<file path="src/ppm_regs.vh">
// constants for the parallel pin group multiplexer
`ifndef PPM_REGS_VH
`define PPM_REGS_VH

// pin group widths
`define PPM_ADDR_W 20
`define PPM_DATA_W 32
`define PPM_CTRL_W 16
`define PPM_GPIO_W 36
`define PPM_HOST_W 16
`define PPM_HOST_CTRL_W 9

// mode bit values held in the bus selection register
`define PPM_MODE_HOST_NONMUX 1'b0
`define PPM_MODE_FULL_MEM 1'b1
`define PPM_MODE_RESET 1'b1

// control pin functions in full memory mode
`define PPM_CTL_SHARED_READ_STROBE 0
`define PPM_CTL_SHARED_OUTPUT_ENABLE 1
`define PPM_CTL_SHARED_WRITE_ENABLE 2
`define PPM_CTL_ASYNC_READY 3
`define PPM_CTL_CHIP_ENABLE_ZERO 4
`define PPM_CTL_BYTE_ENABLE_ZERO 8
`define PPM_CTL_MEMORY_CLOCK_ENABLE 12
`define PPM_CTL_FOURTH_OUTPUT_ENABLE 13
`define PPM_CTL_HOLD_REQUEST 14
`define PPM_CTL_HOLD_ACKNOWLEDGE 15

// parallel general io bit positions in host mode
`define PPM_GPIO_ADDR_LSB 0
`define PPM_GPIO_DATA_LSB 4
`define PPM_GPIO_CTRL_LSB 20

// synchroniser depth
`define PPM_SYNC_STAGES 2

`endif

</file>
<file path="src/ppm_sync.v">
// two-flop synchroniser for pin inputs
`timescale 1ns/100ps
module ppm_sync #(
  parameter WIDTH = 1
) (
  input wire core_clk,
  input wire [WIDTH-1:0] async_in,
  output reg [WIDTH-1:0] sync_out
);

  reg [WIDTH-1:0] meta;

  // first stage feeds only the second stage
  always @(posedge core_clk) begin
    meta <= async_in;
    sync_out <= meta;
  end

endmodule // ppm_sync

</file>
<file path="src/ppm_parallel_mux.v">
// parallel pin group multiplexer, strap-selected at reset
//
// Summary of operation
// - routing comes only from the host strap level seen during reset.
// - only the host strap sets the muxes at reset; both mode bits then report the straps.
// - mux covers address pins 2..21, data pins 0..31, control 0..15.
// - strap low: memory interface off, host address/data on low pins.
// - host mode gives host port 16 address, 16 data, 9 controls.
// - host mode: leftover address, data, control pins go to general io.
// - strap low clears the parallel/host mode bit.
// - strap high: memory interface owns all address, data, control pins.
// - control pins carry memory strobes, enables, ready, hold in order.
// - strap high: host port runs multiplexed over its sixteen data pins.
// - strap high sets the parallel/host mode bit to one.
// - memory interface clock is gated off while it is deselected.
// - access to deselected memory interface errors when timeout enabled.
`timescale 1ns/100ps
`include "ppm_regs.vh"
module ppm_parallel_mux #(
  parameter ADDR_W = `PPM_ADDR_W,
  parameter DATA_W = `PPM_DATA_W,
  parameter CTRL_W = `PPM_CTRL_W,
  parameter GPIO_W = `PPM_GPIO_W
) (
  input wire core_clk,
  input wire reset_n,
  input wire host_config_strap,
  input wire serial_config_strap,
  // address pins 21..2
  input wire [ADDR_W-1:0] addr_pin_in,
  output reg [ADDR_W-1:0] addr_pin_out,
  output reg [ADDR_W-1:0] addr_pin_oe_n,
  // data pins 31..0
  input wire [DATA_W-1:0] data_pin_in,
  output reg [DATA_W-1:0] data_pin_out,
  output reg [DATA_W-1:0] data_pin_oe_n,
  // control pins 15..0
  input wire [CTRL_W-1:0] ctrl_pin_in,
  output reg [CTRL_W-1:0] ctrl_pin_out,
  output reg [CTRL_W-1:0] ctrl_pin_oe_n,
  // external memory interface side
  input wire [ADDR_W-1:0] mem_addr,
  input wire [ADDR_W-1:0] mem_addr_oe_n,
  input wire [DATA_W-1:0] mem_data_out,
  input wire [DATA_W-1:0] mem_data_oe_n,
  output reg [DATA_W-1:0] mem_data_in,
  input wire [CTRL_W-1:0] mem_ctrl_out,
  input wire [CTRL_W-1:0] mem_ctrl_oe_n,
  output reg [CTRL_W-1:0] mem_ctrl_in,
  input wire mem_access_req,
  input wire peripheral_timeout_enable,
  output reg mem_bus_error,
  output reg mem_clk_enable,
  output reg mem_enable,
  // host port side, non-multiplexed path
  output reg [`PPM_HOST_W-1:0] host_address_bits,
  input wire [`PPM_HOST_W-1:0] host_data_out,
  input wire host_data_oe_n,
  output reg [`PPM_HOST_W-1:0] host_data_bits,
  input wire [`PPM_HOST_CTRL_W-1:0] host_ctrl_pin_in,
  output reg [`PPM_HOST_CTRL_W-1:0] host_ctrl,
  output reg host_port_enable,
  output reg host_mux_mode,
  // parallel general io side
  input wire [GPIO_W-1:0] parallel_general_io_out,
  input wire [GPIO_W-1:0] parallel_general_io_oe_n,
  output reg [GPIO_W-1:0] parallel_general_io_in,
  // bus selection register mode bits
  output reg bus_sel_parallel_mode,
  output reg bus_sel_serial_mode
);

  localparam HW = `PPM_HOST_W;
  localparam GA = `PPM_GPIO_ADDR_LSB;
  localparam GD = `PPM_GPIO_DATA_LSB;
  localparam GC = `PPM_GPIO_CTRL_LSB;

  wire host_strap_sync;
  wire serial_strap_sync;
  wire [ADDR_W-1:0] addr_sync;
  wire [DATA_W-1:0] data_sync;
  wire [CTRL_W-1:0] ctrl_sync;
  wire [`PPM_HOST_CTRL_W-1:0] host_ctrl_sync;

  reg mode_full;
  reg [ADDR_W-1:0] next_addr_out;
  reg [ADDR_W-1:0] next_addr_oe_n;
  reg [DATA_W-1:0] next_data_out;
  reg [DATA_W-1:0] next_data_oe_n;
  reg [CTRL_W-1:0] next_ctrl_out;
  reg [CTRL_W-1:0] next_ctrl_oe_n;
  reg [GPIO_W-1:0] next_gpio_in;

  // pick one of two equal-width words by the full-memory mode
  function [DATA_W-1:0] pick;
    input sel_full;
    input [DATA_W-1:0] full_val;
    input [DATA_W-1:0] host_val;
    begin
      pick = sel_full ? full_val : host_val;
    end
  endfunction

  ppm_sync #(.WIDTH(2)) u_strap_sync (
    .core_clk(core_clk),
    .async_in({host_config_strap, serial_config_strap}),
    .sync_out({host_strap_sync, serial_strap_sync})
  );

  ppm_sync #(.WIDTH(ADDR_W)) u_addr_sync (
    .core_clk(core_clk),
    .async_in(addr_pin_in),
    .sync_out(addr_sync)
  );

  ppm_sync #(.WIDTH(DATA_W)) u_data_sync (
    .core_clk(core_clk),
    .async_in(data_pin_in),
    .sync_out(data_sync)
  );

  ppm_sync #(.WIDTH(CTRL_W)) u_ctrl_sync (
    .core_clk(core_clk),
    .async_in(ctrl_pin_in),
    .sync_out(ctrl_sync)
  );

  ppm_sync #(.WIDTH(`PPM_HOST_CTRL_W)) u_hctl_sync (
    .core_clk(core_clk),
    .async_in(host_ctrl_pin_in),
    .sync_out(host_ctrl_sync)
  );

  // straps are caught while reset is held and frozen after release
  always @(posedge core_clk) begin
    if (!reset_n) begin
      mode_full <= host_strap_sync;
      bus_sel_parallel_mode <= host_strap_sync;
      bus_sel_serial_mode <= serial_strap_sync;
    end
  end

  // pin-side routing
  always @* begin
    next_addr_out = mem_addr;
    next_addr_oe_n = mem_addr_oe_n;
    next_data_out = mem_data_out;
    next_data_oe_n = mem_data_oe_n;
    next_ctrl_out = mem_ctrl_out;
    next_ctrl_oe_n = mem_ctrl_oe_n;
    if (mode_full == `PPM_MODE_HOST_NONMUX) begin
      // host drives address in; low address pins are inputs
      next_addr_out[HW-1:0] = {HW{1'b0}};
      next_addr_oe_n[HW-1:0] = {HW{1'b1}};
      next_addr_out[ADDR_W-1:HW] = parallel_general_io_out[GD-1:GA];
      next_addr_oe_n[ADDR_W-1:HW] = parallel_general_io_oe_n[GD-1:GA];
      next_data_out[HW-1:0] = host_data_out;
      next_data_oe_n[HW-1:0] = {HW{host_data_oe_n}};
      next_data_out[DATA_W-1:HW] = parallel_general_io_out[GC-1:GD];
      next_data_oe_n[DATA_W-1:HW] = parallel_general_io_oe_n[GC-1:GD];
      next_ctrl_out = parallel_general_io_out[GPIO_W-1:GC];
      next_ctrl_oe_n = parallel_general_io_oe_n[GPIO_W-1:GC];
    end
  end

  // core-side routing of synchronised pin levels
  always @* begin
    next_gpio_in = {GPIO_W{1'b0}};
    if (mode_full == `PPM_MODE_HOST_NONMUX) begin
      next_gpio_in[GD-1:GA] = addr_sync[ADDR_W-1:HW];
      next_gpio_in[GC-1:GD] = data_sync[DATA_W-1:HW];
      next_gpio_in[GPIO_W-1:GC] = ctrl_sync;
    end
  end

  always @(posedge core_clk) begin
    if (!reset_n) begin
      addr_pin_out <= {ADDR_W{1'b0}};
      addr_pin_oe_n <= {ADDR_W{1'b1}};
      data_pin_out <= {DATA_W{1'b0}};
      data_pin_oe_n <= {DATA_W{1'b1}};
      ctrl_pin_out <= {CTRL_W{1'b0}};
      ctrl_pin_oe_n <= {CTRL_W{1'b1}};
      mem_data_in <= {DATA_W{1'b0}};
      mem_ctrl_in <= {CTRL_W{1'b0}};
      host_address_bits <= {HW{1'b0}};
      host_data_bits <= {HW{1'b0}};
      host_ctrl <= {`PPM_HOST_CTRL_W{1'b0}};
      parallel_general_io_in <= {GPIO_W{1'b0}};
      mem_enable <= 1'b0;
      mem_clk_enable <= 1'b0;
      host_port_enable <= 1'b0;
      host_mux_mode <= 1'b0;
      mem_bus_error <= 1'b0;
    end else begin
      addr_pin_out <= next_addr_out;
      addr_pin_oe_n <= next_addr_oe_n;
      data_pin_out <= next_data_out;
      data_pin_oe_n <= next_data_oe_n;
      ctrl_pin_out <= next_ctrl_out;
      ctrl_pin_oe_n <= next_ctrl_oe_n;
      parallel_general_io_in <= next_gpio_in;
      // deselected cores see idle zeros, except host_ctrl, which always follows its pins
      mem_data_in <= pick(mode_full, data_sync, {DATA_W{1'b0}});
      mem_ctrl_in <= mode_full ? ctrl_sync : {CTRL_W{1'b0}};
      host_address_bits <= mode_full ? {HW{1'b0}} : addr_sync[HW-1:0];
      host_data_bits <= mode_full ? {HW{1'b0}} : data_sync[HW-1:0];
      host_ctrl <= host_ctrl_sync;
      mem_enable <= mode_full;
      mem_clk_enable <= mode_full;
      host_port_enable <= 1'b1;
      host_mux_mode <= mode_full;
      mem_bus_error <= mem_access_req & ~mode_full
        & peripheral_timeout_enable;
    end
  end

endmodule // ppm_parallel_mux

</file>
<file path="config.mk">
export PLATFORM = sky130hd
export DESIGN_NAME = ppm_parallel_mux
export DESIGN_NICKNAME = d
export VERILOG_FILES = /design/src/ppm_sync.v /design/src/ppm_parallel_mux.v
export VERILOG_INCLUDE_DIRS = /design/src
export SDC_FILE = /design/constraint.sdc
export NUM_CORES = 1
export LEC_CHECK = 0
export ABC_AREA = 1
export BUFFER_PORTS_ARGS = -buffer_cell sky130_fd_sc_hd__buf_2
export CORE_AREA = 2 2 224 226
export DETAILED_ROUTE_END_ITERATION = 12
export DIE_AREA = 0 0 226 228
export PLACE_DENSITY = 0.47
export REMOVE_ABC_BUFFERS = 1
export SETUP_SLACK_MARGIN = 0.3
export SYNTH_ARGS = -nofsm -noshare
export SYNTH_HDL_FRONTEND = slang
export SYNTH_SLANG_ARGS = --single-unit
</file>
<file path="constraint.sdc">
create_clock -name core_clk -period 1.45 [get_ports core_clk]
set_input_delay 0.29 -clock core_clk [delete_from_list [all_inputs] [get_ports core_clk]]
set_output_delay 0.29 -clock core_clk [all_outputs]
set_load 0.05 [all_outputs]
</file>
======== Word level (Yosys, flattened, before mapping) ========
Index checks and enable logic that the tools add are counted.
operators by class
  reductions and logical operators ........ 2
  bitwise operators ....................... 4
  multiplexer cells ....................... 7
operators by type and width
  kind              number
  $mux 32           2
  $mux 20           2
  $mux 16           2
  $and 1x1->1       2
  $not 1->1         2
  $reduce_and 2->1  1
  $reduce_or 2->1   1
  $mux 1            1
storage, ports and cells
  register bits after elaboration ......... 424
  word-level logic and storage cells ...... 42
  input port bits ......................... 308
  output and inout port bits .............. 268

======== Logic depth before layout (Yosys ltp) ========
  depth in word-level cells ............... 3
  mapped depth ............................ 6

======== Modules after synthesis ========
From an unflattened synthesis, not the netlist that was laid out.
second synthesis, totals
  cell total of the unflattened synthesis .. 1036
  area total of the unflattened synthesis .. 11151.9 um^2
modules (own cells, without submodules)
  module                   area each (um^2)  times used  cells each
  ppm_parallel_mux         7988.9            1           878
  ppm_sync (u_data_sync)   1281.2            1           64
  ppm_sync (u_addr_sync)   800.8             1           40
  ppm_sync (u_ctrl_sync)   640.6             1           32
  ppm_sync (u_hctl_sync)   360.3             1           18
  ppm_sync (u_strap_sync)  80.1              1           4

======== Worst setup path before layout ========
OpenSTA, ideal clock, no wires.
  kind .................................... reg2reg
  from .................................... register mode_full
  to ...................................... register addr_pin_oe_n[10]
  cell stages (with the launch flop) ...... 5
  arrival time ............................ 1300 ps
  required time ........................... 1330 ps
  buffers on the path ..................... 2
  slack ................................... 30 ps
  cell sequence ........................... edfxtp_1 > buf_4 > nand2_2 > buf_2 > or2_1
on the way
  longest elaborated chain between the ends .. 1
ends and longest elaborated chain
  element                     RTL line                source
  start, declared             ppm_parallel_mux.v:85   reg mode_full;
  start signal, assigned      ppm_parallel_mux.v:137  mode_full <= host_strap_sync;
  $reduce_and 2->1 (no line)  -
  end signal, assigned        ppm_parallel_mux.v:179  addr_pin_oe_n <= {ADDR_W{1'b1}};
  end signal, assigned        ppm_parallel_mux.v:197  addr_pin_oe_n <= next_addr_oe_n;
  end, declared               ppm_parallel_mux.v:32   output reg [ADDR_W-1:0] addr_pin_oe_n,
Every way passes these cells.
A chain may end at the register's enable or synchronous reset.

==> impl_metrics.ini <==
[outcome]
status = finished with violations
violations = negative setup slack

[hold_path]
min_from = mem_data_out[3]
worstHoldPathType = in -> reg
whs_path_depth = 3
min_to = data_pin_out[3]

[yosys]
synth_seq_cells = 424
synth_cell_types = 17
yosysTopAreaCellShare_pct = 75.5
synthTopCellsByArea = dfxtp_1, nand3_1, nand2_1
seq_area_frac_synth_pct = 76.1
syn_area_mm2 = 0.0112
syn_area_per_cell_um2 = 10.8
syn_inst = 1036
synth_top_area_cell = dfxtp_1
ys.warnings.count = 0

[critical_path]
critPathKind = reg -> out
endpoint_kind = output pin
critPathLaunchType = flop
worst-endpoint-required_ns = 1.16
r2r_end = addr_pin_oe_n[0]
arrival_ns = 1.28
critPathMaxFanout = 2
r2r_cells = 6
reg2reg_from = mode_full
regToRegSetupSlack_ns = -0.02

[layout]
nets = 2252
syn_to_final_growth_pct = 104
final_layout_size_suffix_gt1_share_pct = 49.4
final_core_util_pct = 46.2

[timing]
finalCritPeriodShare_pct = 108
tightest_slew_ns = 0.392
final_hold_viol_count = 0
fin_ws_ns = -0.117
relSlewSlack_pct = 73.8
setup_viol = 6
maxSlewViolCount = 0
grt_setup_unrepaired = yes
skew_ns = 0.0135
setup_tns_ns = -0.162
fmax_mhz = 638
period_needed_ns = 1.57

[clocking]
clock-root-buffer = clkbuf_16
clk_pin_slew_ns = 0.06
cts_inserted_buffers = 44
cts_htree_levels = 2
clockBufferDepth = 3
cts_tree = done
worstSkewPairLatency_ns = 0.55
cts_sinks = 424

[pwr]
intPower_uw = 21200
comb_power_share_pct = 16.2
p_sw_uw = 7370
power_density_mw_per_mm2 = 1250
static-leakage-power_uw = 0.0107
seq_power_share_pct = 44.3
swShare_pct = 25.8
ir_worst_vdd_mv = 0.894
clkPwrFrac_pct = 39.5

[grt]
grt_pass1_vias = 10732
track_usage_pct = 15.8
grt-ovfl-total = 0
grt_max_degree = 86
grt_pass1_wl_mm = 61.5
antenna_found_initial = 14

[run]
cap_violations = 0

[die]
coreArea_mm2 = 0.0493
initial_core_util_pct = 22.7
die_x_um = 226
rows = 82
io_pins = 576
die_h_um = 228
dieArea_mm2 = 0.0515

[drt]
wl_per_cell_um = 16.9
num_vias = 10302
ant_nets = 0
wirelength_mm = 44.9
via_per_inst = 3.88
post-route-drc-count = 0
drt_iter0_markers = 356
drtPass1Iterations = 6

[placed_design]
io_buffers = 575
gp_congestion = 0.835
dp_hpwl_mm = 29.0
-- final cells by class --
class / count / area, µm²
diodes: 9 / 22.5
clock inverters: 20 / 228
fillers: 4328 / 26500
well taps: 672 / 841
flip-flops and latches: 424 / 8850
repair buffers: 918 / 9180
inverters: 96 / 387
multi-input cells: 460 / 2070
clock buffers: 58 / 1220
-- critical path, cell delays in order, from the launching register on --
cell,delay (ns)
edfxtp_1,0.43
buf_8,0.16
buf_12,0.14
-- metal layers --
metal	vias up	wire length, µm	GRT usage (%)	share of wire, %
met4	2	1710	7.62	3.8
met1	4709	16100	15.9	36
met3	100	4000	5.87	8.9
li1	5002	-	-	-
met2	489	23100	28.4	51
met5	-	11	0	0.025
-- through the flow --
step	setup slack, ns	hold slack, ns	area [µm²]	power (µW)	instances
2_1_floorplan	-2.75	0.310	10900	14500	978
3_3_place_gp	0.0394	0.310	14900	15700	2249
3_5_place_dp	0.0272	0.312	14900	15700	2249
4_1_cts	-0.175	0.000242	22000	28600	2625
5_1_grt	-0.177	0.00738	22800	29700	2657
6_report	-0.117	0.0164	22800	28600	2657
-- placed cells by master (no fill, tap or decap), drive strengths merged --
cell type / synthesis / final
dfxtp: 422 / 422
nand3: 156 / 156
clkinvlp: 0 / 2
bufinv: 0 / 4
diode: 0 / 9
nand2: 153 / 155
nor2: 133 / 133
clkinv: 0 / 11
bufbuf: 0 / 1
or2: 16 / 16
clkbuf: 6 / 72
inv: 96 / 99
buf: 52 / 609
edfxtp: 2 / 2
dlygate4sd3: 0 / 294
-- power by group through the flow --
| stage | clock network [µW] | logic [µW] | registers (µW) |
|---|---|---|---|
| after floorplan | 0 | 400 | 14100 |
| after global placement | 0 | 2990 | 12700 |
| after detailed placement | 0 | 3000 | 12700 |
| after CTS | 11600 | 4360 | 12700 |
| after global routing | 12100 | 4850 | 12700 |
| final | 11300 | 4620 | 12700 |
-- repair_timing --
item / in CTS / in global routing
cloned: 1 / 18
pin swaps: 0 / 2
endpoints found under the hold margin: 215 / 0
resized for setup: 965 / 100
buffers inserted: 3 / 5
endpoints found under the setup margin: 505 / 522
hold buffers: 294 / 0
-- kinds of logic (layout without fill, tap and decap cells) --
logic type             Yosys count  after routing  synth area share [%]
AND/OR/NAND/NOR                458            460                  17.8
flip-flops                     424            424                  76.1
buffers and inverters          154           1092                  6.11
other                            0              9                     0
-- worst max path at each step --
stage	end	slack [ns]	depth (start not counted)	from
finish	bus_sel_parallel_mode	-0.12	2	mode_full
global placement	bus_sel_parallel_mode	0.04	2	mode_full
global route	bus_sel_parallel_mode	-0.18	2	mode_full
CTS	bus_sel_parallel_mode	-0.17	2	mode_full
floorplan	addr_pin_oe_n[15]	-2.75	2	mode_full
detailed placement	bus_sel_parallel_mode	0.03	2	mode_full
-- registers in the layout (all words and copies together) (netlist names), 20 cells and up --
| name | flops |
|---|---|
| u_addr_sync.meta | 20 |
| u_data_sync.meta | 32 |
| mem_data_in | 32 |
| u_addr_sync.sync_out | 20 |
| u_data_sync.sync_out | 32 |
| data_pin_oe_n | 32 |
| parallel_general_io_in | 36 |
| addr_pin_out | 20 |
| data_pin_out | 32 |
| addr_pin_oe_n | 20 |
-- cell usage after synthesis --
cell type / instances
nand3_1: 156
buf_1: 1
buf_6: 3
inv_4: 1
clkbuf_1: 6
buf_2: 40
nor2_2: 10
nand2_4: 1
edfxtp_1: 2
nand2_2: 2
dfxtp_1: 422
nor2_1: 123
nand2_1: 150
buf_4: 8
or2_2: 1
inv_1: 95
or2_1: 15
Note: power is estimated with default switching activity, not from simulation.
